$ cat src/design/cmpe_pkg.sv
// Package and synchroniser/edge module for the comparator event block
// =====================================================================
// Shared constants and state types
// =====================================================================
package cmpe_pkg;
    // Register byte offsets (decoded on haddr[7:0])
    localparam logic [7:0] OFF_STATUS_CONTROL = 8'h00;
    localparam logic [7:0] OFF_IRQ_MASK       = 8'h04;
    // Field positions of comparator_status_control
    localparam int BIT_ENABLE     = 7;
    localparam int BIT_REF_SEL    = 6;
    localparam int BIT_EVENT_FLAG = 5;
    localparam int BIT_IRQ_ENABLE = 4;
    localparam int BIT_LEVEL      = 3;
    localparam int BIT_PIN_ENABLE = 2;
    localparam int BIT_MODE_HI    = 1;
    localparam int BIT_MODE_LO    = 0;
    // Values after reset
    localparam logic [7:0]  STATUS_CONTROL_RST = 8'h00;
    localparam logic [7:0]  IRQ_MASK_RST       = 8'h20;
    localparam logic [31:0] RDATA_RST          = 32'h0000_0000;
    // Event mode encodings
    localparam logic [1:0] MODE_FALL_A  = 2'h0;
    localparam logic [1:0] MODE_RISE    = 2'h1;
    localparam logic [1:0] MODE_FALL_B  = 2'h2;
    localparam logic [1:0] MODE_TOGGLE  = 2'h3;
    // AHB transfer type for an active transfer
    localparam logic [1:0] HTRANS_NONSEQ = 2'h2;
    localparam logic       HRESP_OKAY    = 1'b0;

    // Synchroniser state
    typedef struct packed {
        logic s1;
        logic s2;
        logic prev;
    } cmpe_sync_s;

    // Main block state
    typedef struct packed {
        logic        en;
        logic        ref_sel;
        logic        flag;
        logic        irq_en;
        logic        pin_en;
        logic [1:0]  mode;
        logic        mask;
        logic        wr_pend;
        logic [7:0]  wr_addr;
        logic [31:0] rdata;
    } cmpe_state_s;
endpackage : cmpe_pkg

// =====================================================================
// Two-stage synchroniser with edge detection
// =====================================================================
module cmpe_sync_edge (
    input  wire logic hclk,    // Bus clock
    input  wire logic hresetn, // Async reset, active low
    input  wire logic enable,  // Comparator enabled
    input  wire logic raw,     // Asynchronous comparator output
    output logic      level,   // Synchronised level
    output logic      rise,    // Rising edge pulse
    output logic      fall     // Falling edge pulse
);
    cmpe_pkg::cmpe_sync_s st;
    cmpe_pkg::cmpe_sync_s next_st;

    // First flop takes raw input; later stages clear while off
    always_comb begin
        next_st      = st;
        next_st.s1   = raw;
        next_st.s2   = enable & st.s1;
        next_st.prev = enable & st.s2;
    end

    // State register
    always_ff @(posedge hclk or negedge hresetn) begin
        if (!hresetn) begin
            st <= '0;
        end else begin
            st <= next_st;
        end
    end

    assign level = st.s2;
    assign rise  = st.s2 & ~st.prev;
    assign fall  = ~st.s2 & st.prev;

    // Level follows input two edges later when enabled throughout
    sync_delay_a: assert property (@(posedge hclk) disable iff (!hresetn)
        (enable && $past(enable) && $past(enable, 2)) |-> level == $past(raw, 2))
        else $error("synchronised level does not follow input");
endmodule : cmpe_sync_edge

$ cat src/design/cmpe_comparator_event_control.sv
// Comparator event control block with AHB-Lite register access
// =====================================================================
module cmpe_comparator_event_control (
    input  wire logic        hclk,          // Bus clock, 20 MHz
    input  wire logic        hresetn,       // Async reset, active low
    input  wire logic        hsel,          // Slave select
    input  wire logic [31:0] haddr,         // Byte address
    input  wire logic [1:0]  htrans,        // Transfer type
    input  wire logic        hwrite,        // Write when high
    input  wire logic [2:0]  hsize,         // Transfer size
    input  wire logic [31:0] hwdata,        // Write data
    input  wire logic        hready,        // Bus ready
    output logic             hreadyout,     // Slave ready
    output logic             hresp,         // Response
    output logic [31:0]      hrdata,        // Read data
    input  wire logic        cmp_raw,       // Analog comparator output
    output logic             analog_enable, // Power up analog comparator
    output logic             reference_select, // Bandgap as non-inverting input
    output logic             comparator_out_pin,    // Level on pin
    output logic             comparator_out_pin_oe, // Pin driven
    output logic             irq,           // Interrupt request, level
    output logic             wake_req       // Wake from wait or stop
);
    // =================================================================
    // State and wires
    // =================================================================
    cmpe_pkg::cmpe_state_s st;
    cmpe_pkg::cmpe_state_s next_st;
    logic                  level;
    logic                  rise;
    logic                  fall;
    logic                  event_hit;
    logic                  addr_phase;
    logic                  clear_req;

    // Selected event from mode and edges
    function automatic logic event_of(input logic [1:0] mode,
                                      input logic       r,
                                      input logic       f);
        logic hit;
        hit = 1'b0;
        unique case (mode)
            cmpe_pkg::MODE_FALL_A: hit = f;
            cmpe_pkg::MODE_RISE:   hit = r;
            cmpe_pkg::MODE_FALL_B: hit = f;
            cmpe_pkg::MODE_TOGGLE: hit = r | f;
        endcase
        return hit;
    endfunction : event_of

    // Register image as software sees it
    function automatic logic [31:0] read_of(input cmpe_pkg::cmpe_state_s s,
                                            input logic [7:0]            a,
                                            input logic                  lvl);
        logic [31:0] d;
        d = '0;
        if (a == cmpe_pkg::OFF_STATUS_CONTROL) begin
            d[cmpe_pkg::BIT_ENABLE]     = s.en;
            d[cmpe_pkg::BIT_REF_SEL]    = s.ref_sel;
            d[cmpe_pkg::BIT_EVENT_FLAG] = s.flag;
            d[cmpe_pkg::BIT_IRQ_ENABLE] = s.irq_en;
            d[cmpe_pkg::BIT_LEVEL]      = lvl;
            d[cmpe_pkg::BIT_PIN_ENABLE] = s.pin_en;
            d[cmpe_pkg::BIT_MODE_HI:cmpe_pkg::BIT_MODE_LO] = s.mode;
        end else if (a == cmpe_pkg::OFF_IRQ_MASK) begin
            d[cmpe_pkg::BIT_EVENT_FLAG] = s.mask;
        end
        return d;
    endfunction : read_of

    // =================================================================
    // Synchroniser and edge detector
    // =================================================================
    cmpe_sync_edge u_sync (
        .hclk    (hclk),
        .hresetn (hresetn),
        .enable  (st.en),
        .raw     (cmp_raw),
        .level   (level),
        .rise    (rise),
        .fall    (fall)
    );

    // Edge qualified by mode; none while disabled
    assign event_hit  = st.en & event_of(st.mode, rise, fall);
    assign addr_phase = hsel & hready & (htrans == cmpe_pkg::HTRANS_NONSEQ);
    assign clear_req  = st.wr_pend & (st.wr_addr == cmpe_pkg::OFF_STATUS_CONTROL)
                        & hwdata[cmpe_pkg::BIT_EVENT_FLAG];

    // =================================================================
    // Next state
    // =================================================================
    always_comb begin
        next_st = st;
        // Data phase of a write: store control fields
        if (st.wr_pend) begin
            if (st.wr_addr == cmpe_pkg::OFF_STATUS_CONTROL) begin
                next_st.en      = hwdata[cmpe_pkg::BIT_ENABLE];
                next_st.ref_sel = hwdata[cmpe_pkg::BIT_REF_SEL];
                next_st.irq_en  = hwdata[cmpe_pkg::BIT_IRQ_ENABLE];
                next_st.pin_en  = hwdata[cmpe_pkg::BIT_PIN_ENABLE];
                next_st.mode    = hwdata[cmpe_pkg::BIT_MODE_HI:cmpe_pkg::BIT_MODE_LO];
            end else if (st.wr_addr == cmpe_pkg::OFF_IRQ_MASK) begin
                next_st.mask    = hwdata[cmpe_pkg::BIT_EVENT_FLAG];
            end
        end
        // Write one clears; zero leaves the flag alone
        if (clear_req) begin
            next_st.flag = 1'b0;
        end
        // Event set wins over a clear in the same cycle
        if (event_hit) begin
            next_st.flag = 1'b1;
        end
        // Capture the address phase
        next_st.wr_pend = addr_phase & hwrite;
        next_st.wr_addr = haddr[7:0];
        // Read data sampled from the updated registers
        if (addr_phase && !hwrite) begin
            next_st.rdata = read_of(next_st, haddr[7:0], level);
        end
    end

    // Mask bit value after reset
    localparam logic IRQ_MASK_RST_BIT = cmpe_pkg::IRQ_MASK_RST[cmpe_pkg::BIT_EVENT_FLAG];

    // State register; reset also covers leaving stop through reset
    always_ff @(posedge hclk or negedge hresetn) begin
        if (!hresetn) begin
            st         <= '0;
            st.mask    <= IRQ_MASK_RST_BIT;
            st.rdata   <= cmpe_pkg::RDATA_RST;
        end else begin
            st <= next_st;
        end
    end

    // =================================================================
    // Outputs
    // =================================================================
    // Zero wait state slave, always OKAY
    assign hreadyout = 1'b1;
    assign hresp     = cmpe_pkg::HRESP_OKAY;
    assign hrdata    = st.rdata;

    // Analog control; comparison itself happens in the analog cell
    assign analog_enable    = st.en;
    assign reference_select = st.ref_sel;

    // Pin follows synchronised level only while enabled
    assign comparator_out_pin    = level & st.en & st.pin_en;
    assign comparator_out_pin_oe = st.en & st.pin_en;

    // Interrupt is a level; same signal wakes from wait and stop,
    // so the block runs unchanged in wait, stop and debug
    assign irq      = st.flag & st.irq_en & st.mask;
    assign wake_req = irq;

    // =================================================================
    // Checks
    // =================================================================
    flag_set_a: assert property (@(posedge hclk) disable iff (!hresetn)
        event_hit |=> st.flag)
        else $error("event did not set the flag");

    flag_clear_a: assert property (@(posedge hclk) disable iff (!hresetn)
        (clear_req && !event_hit) |=> !st.flag)
        else $error("write one did not clear the flag");

    flag_keep_a: assert property (@(posedge hclk) disable iff (!hresetn)
        (st.flag && !clear_req) |=> st.flag)
        else $error("flag lost without a clear");

    set_beats_clear_a: assert property (@(posedge hclk) disable iff (!hresetn)
        (clear_req && event_hit) |=> st.flag)
        else $error("clear beat a simultaneous event");

    irq_follow_a: assert property (@(posedge hclk) disable iff (!hresetn)
        (st.flag && st.irq_en && st.mask) |-> irq && wake_req)
        else $error("interrupt missing while flag set");

    irq_quiet_a: assert property (@(posedge hclk) disable iff (!hresetn)
        !st.irq_en |-> !irq)
        else $error("interrupt while disabled");

    level_off_a: assert property (@(posedge hclk) disable iff (!hresetn)
        !st.en |=> !level)
        else $error("level not zero while disabled");

    pin_gate_a: assert property (@(posedge hclk) disable iff (!hresetn)
        (!st.en || !st.pin_en) |-> !comparator_out_pin_oe && !comparator_out_pin)
        else $error("pin driven while not enabled");

    pin_level_a: assert property (@(posedge hclk) disable iff (!hresetn)
        comparator_out_pin_oe |-> comparator_out_pin == level)
        else $error("pin does not show level");

    rise_mode_a: assert property (@(posedge hclk) disable iff (!hresetn)
        (st.en && st.mode == cmpe_pkg::MODE_RISE && fall && !st.flag && !rise)
        |=> !st.flag)
        else $error("falling edge set flag in rising mode");

    ctrl_write_a: assert property (@(posedge hclk) disable iff (!hresetn)
        (st.wr_pend && st.wr_addr == cmpe_pkg::OFF_STATUS_CONTROL)
        |=> analog_enable == $past(hwdata[cmpe_pkg::BIT_ENABLE])
            && reference_select == $past(hwdata[cmpe_pkg::BIT_REF_SEL]))
        else $error("control write not applied");

    level_read_a: assert property (@(posedge hclk) disable iff (!hresetn)
        (addr_phase && !hwrite && haddr[7:0] == cmpe_pkg::OFF_STATUS_CONTROL)
        |=> hrdata[cmpe_pkg::BIT_LEVEL] == $past(level))
        else $error("read level differs from synchronised level");

    // =================================================================
    // Register field checks
    // =================================================================
    // Mask bit takes the written value
    mask_write_a: assert property (@(posedge hclk) disable iff (!hresetn)
        (st.wr_pend && st.wr_addr == cmpe_pkg::OFF_IRQ_MASK)
        |=> st.mask == $past(hwdata[cmpe_pkg::BIT_EVENT_FLAG]))
        else $error("mask write not applied");

    // Interrupt enable takes the written value
    irq_en_write_a: assert property (@(posedge hclk) disable iff (!hresetn)
        (st.wr_pend && st.wr_addr == cmpe_pkg::OFF_STATUS_CONTROL)
        |=> st.irq_en == $past(hwdata[cmpe_pkg::BIT_IRQ_ENABLE]))
        else $error("interrupt enable write not applied");

    // Pin enable takes the written value
    pin_en_write_a: assert property (@(posedge hclk) disable iff (!hresetn)
        (st.wr_pend && st.wr_addr == cmpe_pkg::OFF_STATUS_CONTROL)
        |=> st.pin_en == $past(hwdata[cmpe_pkg::BIT_PIN_ENABLE]))
        else $error("pin enable write not applied");

    // Mode field takes the written value
    mode_write_a: assert property (@(posedge hclk) disable iff (!hresetn)
        (st.wr_pend && st.wr_addr == cmpe_pkg::OFF_STATUS_CONTROL)
        |=> st.mode == $past(hwdata[cmpe_pkg::BIT_MODE_HI:cmpe_pkg::BIT_MODE_LO]))
        else $error("mode write not applied");

    // Control fields hold without a write
    ctrl_keep_a: assert property (@(posedge hclk) disable iff (!hresetn)
        !st.wr_pend |=> $stable(st.en) && $stable(st.ref_sel) && $stable(st.irq_en)
            && $stable(st.pin_en) && $stable(st.mode))
        else $error("control field changed without a write");

    // Mask bit holds without a mask write
    mask_keep_a: assert property (@(posedge hclk) disable iff (!hresetn)
        !(st.wr_pend && st.wr_addr == cmpe_pkg::OFF_IRQ_MASK) |=> $stable(st.mask))
        else $error("mask changed without a write");

    // =================================================================
    // Event and interrupt checks
    // =================================================================
    // Flag rises only through an event
    flag_source_a: assert property (@(posedge hclk) disable iff (!hresetn)
        (!st.flag && !event_hit) |=> !st.flag)
        else $error("flag set without an event");

    // No event while comparator is off
    off_no_event_a: assert property (@(posedge hclk) disable iff (!hresetn)
        !st.en |-> !event_hit)
        else $error("event while comparator disabled");

    // Rising edge counts in rise and toggle modes
    rise_hit_a: assert property (@(posedge hclk) disable iff (!hresetn)
        (st.en && rise && (st.mode == cmpe_pkg::MODE_RISE || st.mode == cmpe_pkg::MODE_TOGGLE))
        |-> event_hit)
        else $error("rising edge missed");

    // Falling edge counts in all but rise mode
    fall_hit_a: assert property (@(posedge hclk) disable iff (!hresetn)
        (st.en && fall && st.mode != cmpe_pkg::MODE_RISE) |-> event_hit)
        else $error("falling edge missed");

    // Rising edge ignored in falling modes
    fall_only_a: assert property (@(posedge hclk) disable iff (!hresetn)
        ((st.mode == cmpe_pkg::MODE_FALL_A || st.mode == cmpe_pkg::MODE_FALL_B) && rise)
        |-> !event_hit)
        else $error("rising edge counted in falling mode");

    // Every rise of the level is an edge
    level_rise_a: assert property (@(posedge hclk) disable iff (!hresetn)
        (level && !$past(level)) |-> rise)
        else $error("level rise without edge pulse");

    // Every fall of the level while on is an edge
    level_fall_a: assert property (@(posedge hclk) disable iff (!hresetn)
        (!level && $past(level) && $past(st.en)) |-> fall)
        else $error("level fall without edge pulse");

    // No interrupt without the flag
    irq_flag_a: assert property (@(posedge hclk) disable iff (!hresetn)
        !st.flag |-> !irq)
        else $error("interrupt without flag");

    // No interrupt while masked
    irq_mask_a: assert property (@(posedge hclk) disable iff (!hresetn)
        !st.mask |-> !irq)
        else $error("interrupt while masked");

    // Pin driven while both enables set
    pin_on_a: assert property (@(posedge hclk) disable iff (!hresetn)
        (st.en && st.pin_en) |-> comparator_out_pin_oe)
        else $error("pin not driven while enabled");

    // =================================================================
    // Read data checks
    // =================================================================
    // Read data holds between reads
    rdata_hold_a: assert property (@(posedge hclk) disable iff (!hresetn)
        !(addr_phase && !hwrite) |=> $stable(hrdata))
        else $error("read data changed without a read");

    // Upper read bits are zero
    read_upper_a: assert property (@(posedge hclk) disable iff (!hresetn)
        (addr_phase && !hwrite) |=> hrdata[31:8] == 24'h00_0000)
        else $error("upper read bits not zero");

    // Set flag reads back as set
    read_flag_a: assert property (@(posedge hclk) disable iff (!hresetn)
        (addr_phase && !hwrite && haddr[7:0] == cmpe_pkg::OFF_STATUS_CONTROL
            && st.flag && !clear_req) |=> hrdata[cmpe_pkg::BIT_EVENT_FLAG])
        else $error("set flag reads as clear");

    // Flag set while interrupt masked
    masked_cov_c: cover property (@(posedge hclk) disable iff (!hresetn)
        st.flag && !st.mask);

    toggle_cov_c: cover property (@(posedge hclk) disable iff (!hresetn)
        st.en && st.mode == cmpe_pkg::MODE_TOGGLE && fall ##1 st.flag);

    race_cov_c: cover property (@(posedge hclk) disable iff (!hresetn)
        clear_req && event_hit);

    wake_cov_c: cover property (@(posedge hclk) disable iff (!hresetn)
        $rose(wake_req));

    pin_cov_c: cover property (@(posedge hclk) disable iff (!hresetn)
        comparator_out_pin_oe && $rose(comparator_out_pin));
endmodule : cmpe_comparator_event_control

$ cat config.mk
export PLATFORM = sky130hd
export DESIGN_NAME = cmpe_comparator_event_control
export DESIGN_NICKNAME = d
export VERILOG_FILES = /design/src/design/cmpe_pkg.sv /design/src/design/cmpe_comparator_event_control.sv
export SDC_FILE = /design/constraint.sdc
export NUM_CORES = 1
export LEC_CHECK = 0
export BUFFER_PORTS_ARGS = -buffer_cell sky130_fd_sc_hd__buf_4
export CELL_PAD_IN_SITES_DETAIL_PLACEMENT = 0
export CELL_PAD_IN_SITES_GLOBAL_PLACEMENT = 1
export CORE_ASPECT_RATIO = 1.25
export CORE_MARGIN = 8
export CORE_UTILIZATION = 26
export DETAILED_ROUTE_END_ITERATION = 7
export GPL_TIMING_DRIVEN = 0
export PLACE_DENSITY = 0.87
export SYNTH_ARGS = -nofsm -noshare
export SYNTH_HDL_FRONTEND = slang
export SYNTH_SLANG_ARGS = --single-unit
$ cat constraint.sdc
create_clock -name hclk -period 2.5 [get_ports hclk]
set_input_delay 0.25 -clock hclk [delete_from_list [all_inputs] [get_ports hclk]]
set_output_delay 0.25 -clock hclk [all_outputs]
set_load 0.05 [all_outputs]
Word level (Yosys, flattened, before mapping) --
Cells that the tools add are included.
Storage, ports and cells: output and inout bits 40, bits in read-only memories 0, logic and storage cells 55, RAM bits 0, memories kept 0, flip-flop bits (word level) 28, latch bits 0
Operators by class: $lt $le $gt $ge 0, multipliers 0, shift-type cells 0, divide/modulo/power cells 0, bitwise operators 17, reductions and logical operators 6, mux-type cells 13, $add $sub $neg 0, equality and inequality tests 6
Operators by type and width (count):
- equality test 8 x 3 -> 1 bit, second input constant | 2
- zero test 8 bit | 2
- bitwise AND 1 bit | 14
- 2-to-1 mux 5 bit | 2
- equality test 2 bit, second input constant | 3
- 2-to-1 mux 1 bit | 6
- 2-to-1 mux 2 bit | 3
- 2-to-1 mux 4 bit | 1
- case mux 1 bit (3 select lines) | 1
- equality test 2 x 1 -> 1 bit, second input constant | 1
- zero test 2 bit | 1
- inverter 1 bit | 2
- OR reduction 2 bit | 1
- logical AND 1 bit | 1
- zero test 1 bit | 1
- bitwise OR 1 bit | 1

Logic depth before layout (Yosys ltp) --
Gate-level depths: netlist (run 1).
depth in word-level cells 7, depth in mapped cells 6, depth with buffers taken out 6

Cells and area by module --
A second synthesis (run 1) with hierarchy kept.
Second synthesis, totals: cells, all modules 127, area, all modules 1360.1 µm²
Modules (own cells, without submodules):
- cmpe_comparator_event_control | instances 1, area an instance 1260.0 µm², cells an instance 120, sequential area each 626.9 µm²
- cmpe_sync_edge | instances 1, area an instance 100.1 µm², cells an instance 7, sequential area each 75.1 µm²

Worst setup path after synthesis (run 1) --
Ideal clock, no wire load.
path type register to register, from register st[38] in the netlist's numbering, to register st, in the netlist hrdata[5], path slack 0.520 ns, cell stages (with the launch flop) 5, arrival time 1.854 ns, setup time 0.126 ns, cell sequence dfrtp_1 or4b_4 or3_1 mux2_4 a221o_1
RTL lines:
- start, declared | line cmpe_comparator_event_control.sv:27 | cmpe_pkg::cmpe_state_s st;
- start signal, assigned | line cmpe_comparator_event_control.sv:134 | st <= next_st;

==> qor.yml, run 1 <==
status: "complete, no violations"
path_class: "flop to flop"
timing.final.crit_share: 0.868
drt-wirelength-per-cell_microns: 12.1
setup_tns_ns: 0
antenna_found_initial: 0
grt_pass1_wl_mm: 4.82
post_cts_resized: 0
power_density_nw_per_um2: 471
synth_seq_area_share: 0.517
crit_path_start_kind: "flop"
clock-root-buffer: "clkbuf_8"
io_pins: 115
wl_mm: 2.92
fin_hold_ws_ns: 0.0825
grt.overflow.total: 0
clock_sinks: 28
yosysTopAreaCellShare: 0.497
cap_violations: 0
ys_warn_count: 0
cts_setup_buffers: 0
first_pass_iters: 4
cp_top_family: "simple AND/OR/NAND/NOR gates"
initial_utilization: 0.269
area_delta_synth_final_pct: 36.3
yosys.area.top_type: "dfrtp_1"
hpwl_mm: 2.49
grt_usage: 0.0787
crit_fanout: 6
cp_num_buf_inv: 0
clkTransAtPathRegs_ns: 0.09
post_dp_cell_area_sq_um: 1800
fp.coreArea_sq_um: 5040
finalMaxSlewViolations: 0
grt_max_degree: 29
period_minus_slack_ns: 2.17
fp.dieH_microns: 96.8
tightest_slew_ns: 0.783
clock_skew_ns: 0.00395
path_cells: "or4_1 -> nor3_2 -> mux2_2 -> a32o_1"
slew-limit-headroom: 0.473
max_stage_delay_ns: 0.60
critPathSlowestCell: "or4_1"
clock_path_buffers: 2
placementRows: 29
hold_viol: 0
setup_violations: 0
cp.required_ns: 2.66
final_layout_size_suffix_gt1_frac: 0.475
crit_arrival_ns: 2.33
die_area_sq_um: 7810
syn_area_sq_um: 1360
dieWidth_microns: 80.7
hold_class: "input port to flop"
vias: 923
drc: 0
drt-initial-drc-count: 9
viasPerCell: 3.83
numCtsBuffers: 3
postLayoutCellArea_sq_um: 1850
peakVddDrop_uv: 239
h-tree-depth: 1
port_buffers: 36
postSynthAreaPerCell_sq_um: 11.9
ys_types: 28
synth-seq-cells: 28
clkLatencyLatePin_ns: 0.27
cts_tree: "yes"
p_leak_nw: 1.00
final_nets: 257
grt_pass1_vias: 999
synthTopCellsByArea: "dfrtp_1 50%, buf_4 19%, mux2_2 5.0%, a32o_1 3.7%, and2_1 2.8%"
gp_congestion: 0.773
utilization: 0.367
end_kind: "flop"
antenna_cells: 0
rsz0062_at_grt: "no"
fmax_mhz: 461
synthCells: 114
detail-route-antenna-nets: 0
==> repair_timing <==
item                                   CTS  global route
endpoints found under the hold margin   27             0
hold buffers                             1             0
setup endpoints to repair                0             0
==> final timing paths <==
| check | from | endpoint | slack [ns] | cells past startpoint |
|---|---|---|---|---|
| max | st[35]$_DFF_PN0_ | hrdata[7]$_DFFE_PN0P_ | 0.33 | 4 |
| min | cmp_raw | u_sync.st[2]$_DFF_PN0_ | 0.08 | 1 |
| max reg2reg | st[35]$_DFF_PN0_ | hrdata[7]$_DFFE_PN0P_ | 0.33 | 4 |
| min reg2reg | u_sync.st[2]$_DFF_PN0_ | u_sync.level$_DFF_PN0_ | 0.47 | 1 |
| max in group asynchronous | hresetn | st[41]$_DFF_PN1_ | 1.78 | 2 |
| min in group asynchronous | hresetn | reference_select$_DFF_PN0_ | 0.42 | 2 |
==> sequential cells by signal, indices dropped and copies added (netlist names) <==
name / cells
u_sync.level: 1
st: 15
u_sync.st: 2
hrdata: 8
reference_select: 1
analog_enable: 1
==> power by group <==
part,internal [W],switching (W)
logic,0.0000547,0.000112
registers,0.000462,0.00000294
clock network,0.000114,0.000127
==> cells in the mapped netlist <==
cell type / count
nor2_1: 2
ha_1: 2
inv_1: 6
or4b_4: 1
a311o_1: 1
or4_1: 2
a21oi_1: 1
dfrtp_1: 27
mux2_4: 1
or3_1: 2
a22o_1: 1
and2_1: 6
nand4b_1: 1
o41a_1: 1
buf_4: 35
a221o_1: 1
a32o_1: 5
nor3_2: 1
dfstp_2: 1
and3b_1: 1
conb_1: 2
clkbuf_1: 1
mux2_2: 6
o21ai_0: 1
nor4_2: 1
and3_1: 2
nand2_1: 2
nand2b_1: 1
==> per-layer routing <==
metal	GRT usage	wire length [microns]	vias up
li1	-	-	457
met1	0.0854	1110	424
met2	0.131	1480	37
met3	0.0306	280	5
met4	0.0331	43	0
met5	0	0	-
==> through the flow <==
stage               cells  setup slack, ns  power (W)
floorplan             138            0.520   0.000598
global placement      236            0.309   0.000637
detailed placement    236            0.292   0.000638
CTS                   241            0.274   0.000879
global route          241            0.192   0.000909
finish                241            0.331   0.000872
==> logic make-up (layout without fill, tap and decap cells) <==
kind of cell,Yosys count,in the layout,synth area share
buffers and inverters,42,83,0.213
flip-flops,28,28,0.517
AND/OR/NAND/NOR,22,22,0.112
AO/OA/AOI/OAI,11,11,0.0737
multiplexers,7,7,0.0608
adder cells (fa/ha/maj),2,2,0.0184
other,2,26,0.00553
==> layout make-up <==
| cell class | count | area [sq um] |
|---|---|---|
| Inverter | 6 | 22.5 |
| Buffer | 36 | 267 |
| Sequential cell | 28 | 702 |
| Fill cell | 523 | 3190 |
| Multi-Input combinational cell | 68 | 458 |
| Timing Repair Buffer | 37 | 280 |
| Tap cell | 62 | 77.6 |
| Clock buffer | 4 | 45.0 |
==> placed cells by master (no fill, tap or decap) <==
master,synthesis,final
a21oi_1,1,1
a221o_1,1,1
a22o_1,1,1
a311o_1,1,1
a32o_1,5,5
and2_1,6,6
and3_1,2,2
and3b_1,1,1
buf_4,35,71
clkbuf_1,1,2
clkbuf_8,0,3
conb_1,2,26
dfrtp_1,27,27
dfstp_2,1,1
dlygate4sd3_1,0,1
ha_1,2,2
inv_1,6,6
mux2_2,6,6
mux2_4,1,1
nand2_1,2,2
nand2b_1,1,1
nand4b_1,1,1
nor2_1,2,2
nor3_2,1,1
nor4_2,1,1
o21ai_0,1,1
o41a_1,1,1
or3_1,2,2
or4_1,2,2
or4b_4,1,1
No activity file was read; power rests on OpenSTA's default activity.
==> run 2, diff against run 1 <==
--- a/config.mk
+++ b/config.mk
@@ -13,7 +13,7 @@
 export CORE_UTILIZATION = 26
 export DETAILED_ROUTE_END_ITERATION = 7
 export GPL_TIMING_DRIVEN = 0
-export PLACE_DENSITY = 0.87
+export PLACE_DENSITY_LB_ADDON = 0.3
 export SYNTH_ARGS = -nofsm -noshare
 export SYNTH_HDL_FRONTEND = slang
 export SYNTH_SLANG_ARGS = --single-unit
==> constraint.sdc (replaced) <==
create_clock -name hclk -period 2.5 [get_ports hclk]
set_input_delay 0.5 -clock hclk [delete_from_list [all_inputs] [get_ports hclk]]
set_output_delay 0.5 -clock hclk [all_outputs]
set_load 0.05 [all_outputs]
==> qor.yml, run 2 (synthesized netlist as in run 1, its figures left out) <==
status: "complete, no violations"
final_nets: 256
fp.dieH_microns: 96.8
first_pass_iters: 4
clock_skew_ns: 0.00386
fp.coreArea_sq_um: 5040
vias: 910
clock_sinks: 28
r2r.worst_path.cells: 4
largest_reg_flops: 15
setup_tns_ns: 0
p_leak_nw: 1.00
path_class: "flop to flop"
clock_power_share: 0.298
h-tree-depth: 1
fmax_mhz: 464
final_common_cell: "buf_4"
wl_mm: 2.88
numCtsBuffers: 3
combPwrFrac: 0.185
drt-wirelength-per-cell_microns: 12.0
gp_congestion: 0.744
cts_tree: "yes"
pwr-share-seq: 0.517
clock_path_buffers: 2
peakVddDrop_uv: 147
largest-register: "st"
p_int_w: 0.000656
finalMaxSlewViolations: 0
area_delta_synth_final_pct: 36.3
power_density_nw_per_um2: 485
placementRows: 29
clkLatencyLatePin_ns: 0.27
crit_fanout: 6
dieWidth_microns: 80.7
grt_max_degree: 29
nFillCells: 508
cap_violations: 0
viasPerCell: 3.79
timing.final.crit_share: 0.861
r2r_slack_ns: 0.35
drt-initial-drc-count: 22
setup_violations: 0
crit_path_start_kind: "flop"
final_layout_size_suffix_gt1_frac: 0.483
grt_pass1_wl_mm: 4.72
initial_utilization: 0.269
post_cts_resized: 0
holdBufCountCts: 0
rr_startpoint: "st[38]$_DFF_PN0_"
period_minus_slack_ns: 2.15
io_pins: 115
grt_usage: 0.0758
die_area_sq_um: 7810
p_total_w: 0.000899
rsz0062_at_grt: "no"
cp.required_ns: 2.67
port_buffers: 36
power_switching_w: 0.000243
grt.overflow.total: 0
grt_pass1_vias: 994
final_cell_mix: "71 x buf_4, 27 x dfrtp_1, 26 x conb_1"
tightest_slew_ns: 0.765
clkTransAtPathRegs_ns: 0.09
crit_arrival_ns: 2.32
cts_setup_buffers: 0
clock-root-buffer: "clkbuf_8"
antenna_cells: 0
drc: 0
hold_viol: 0
rr_endpoint: "hrdata[7]$_DFFE_PN0P_"
end_kind: "flop"
hold_class: "input port to asynchronous set/reset pin"
detail-route-antenna-nets: 0
startpoint: "st[38]$_DFF_PN0_"
sw_frac_of_total: 0.270
antenna_found_initial: 0
slew-limit-headroom: 0.486
hpwl_mm: 2.45
-- run 2: power by group through the flow --
stage / clock network, W / registers, W / logic [W]
after floorplan: 0 / 0.000474 / 0.000124
after global placement: 0 / 0.000474 / 0.000163
after detailed placement: 0 / 0.000474 / 0.000164
after CTS: 0.000282 / 0.000465 / 0.000164
after global routing: 0.000303 / 0.000466 / 0.000177
final: 0.000268 / 0.000465 / 0.000166
-- run 2: metrics by stage --
step                      utilization  instances  cell area [sq um]  worst slack, ns  hold WS (ns)
final                           0.367        240               1850            0.347         0.126
after global routing            0.367        240               1850            0.219         0.138
after CTS                       0.367        240               1850            0.304         0.131
after detailed placement        0.356        236               1800            0.214         0.432
after global placement          0.356        236               1800            0.217         0.429
after floorplan                     -        138               1450            0.520         0.204
-- run 2: worst max-delay path by stage --
stage / endpoint / cells past startpoint
2_1_floorplan: hrdata[5]$_DFFE_PN0P_ / 4
3_3_place_gp: hrdata[5]$_DFFE_PN0P_ / 5
3_5_place_dp: hrdata[5]$_DFFE_PN0P_ / 5
4_1_cts: hrdata[2]$_DFFE_PN0P_ / 4
5_1_grt: hrdata[1]$_DFFE_PN0P_ / 4
6_report: hrdata[7]$_DFFE_PN0P_ / 4
-- run 2: final cells by class --
cell class | instances | area [sq um] | share of cell area
sequential | 28 | 702 | 0.379
multi-input combinational | 68 | 458 | 0.247
timing repair buffer | 36 | 270 | 0.146
buffer | 36 | 267 | 0.144
tap | 62 | 77.6 | 0.0419
clock buffer | 4 | 55.1 | 0.0297
inverter | 6 | 22.5 | 0.0122
-- run 2: critical path, cell delays in order, from the launching register on --
cell and delay [ns]:
dfrtp_1 0.37, or4b_4 0.55, nor3_2 0.48, mux2_2 0.42, a32o_1 0.24
-- run 2: per-layer routing --
| layer | wire length [microns] | GRT usage | up-vias | part of all wire |
|---|---|---|---|---|
| met4 | 71 | 0.0414 | 0 | 0.025 |
| met3 | 306 | 0.0231 | 5 | 0.11 |
| met1 | 1030 | 0.0792 | 407 | 0.36 |
| li1 | - | - | 456 | - |
| met2 | 1470 | 0.129 | 42 | 0.51 |
| met5 | 0 | 0 | - | 0 |
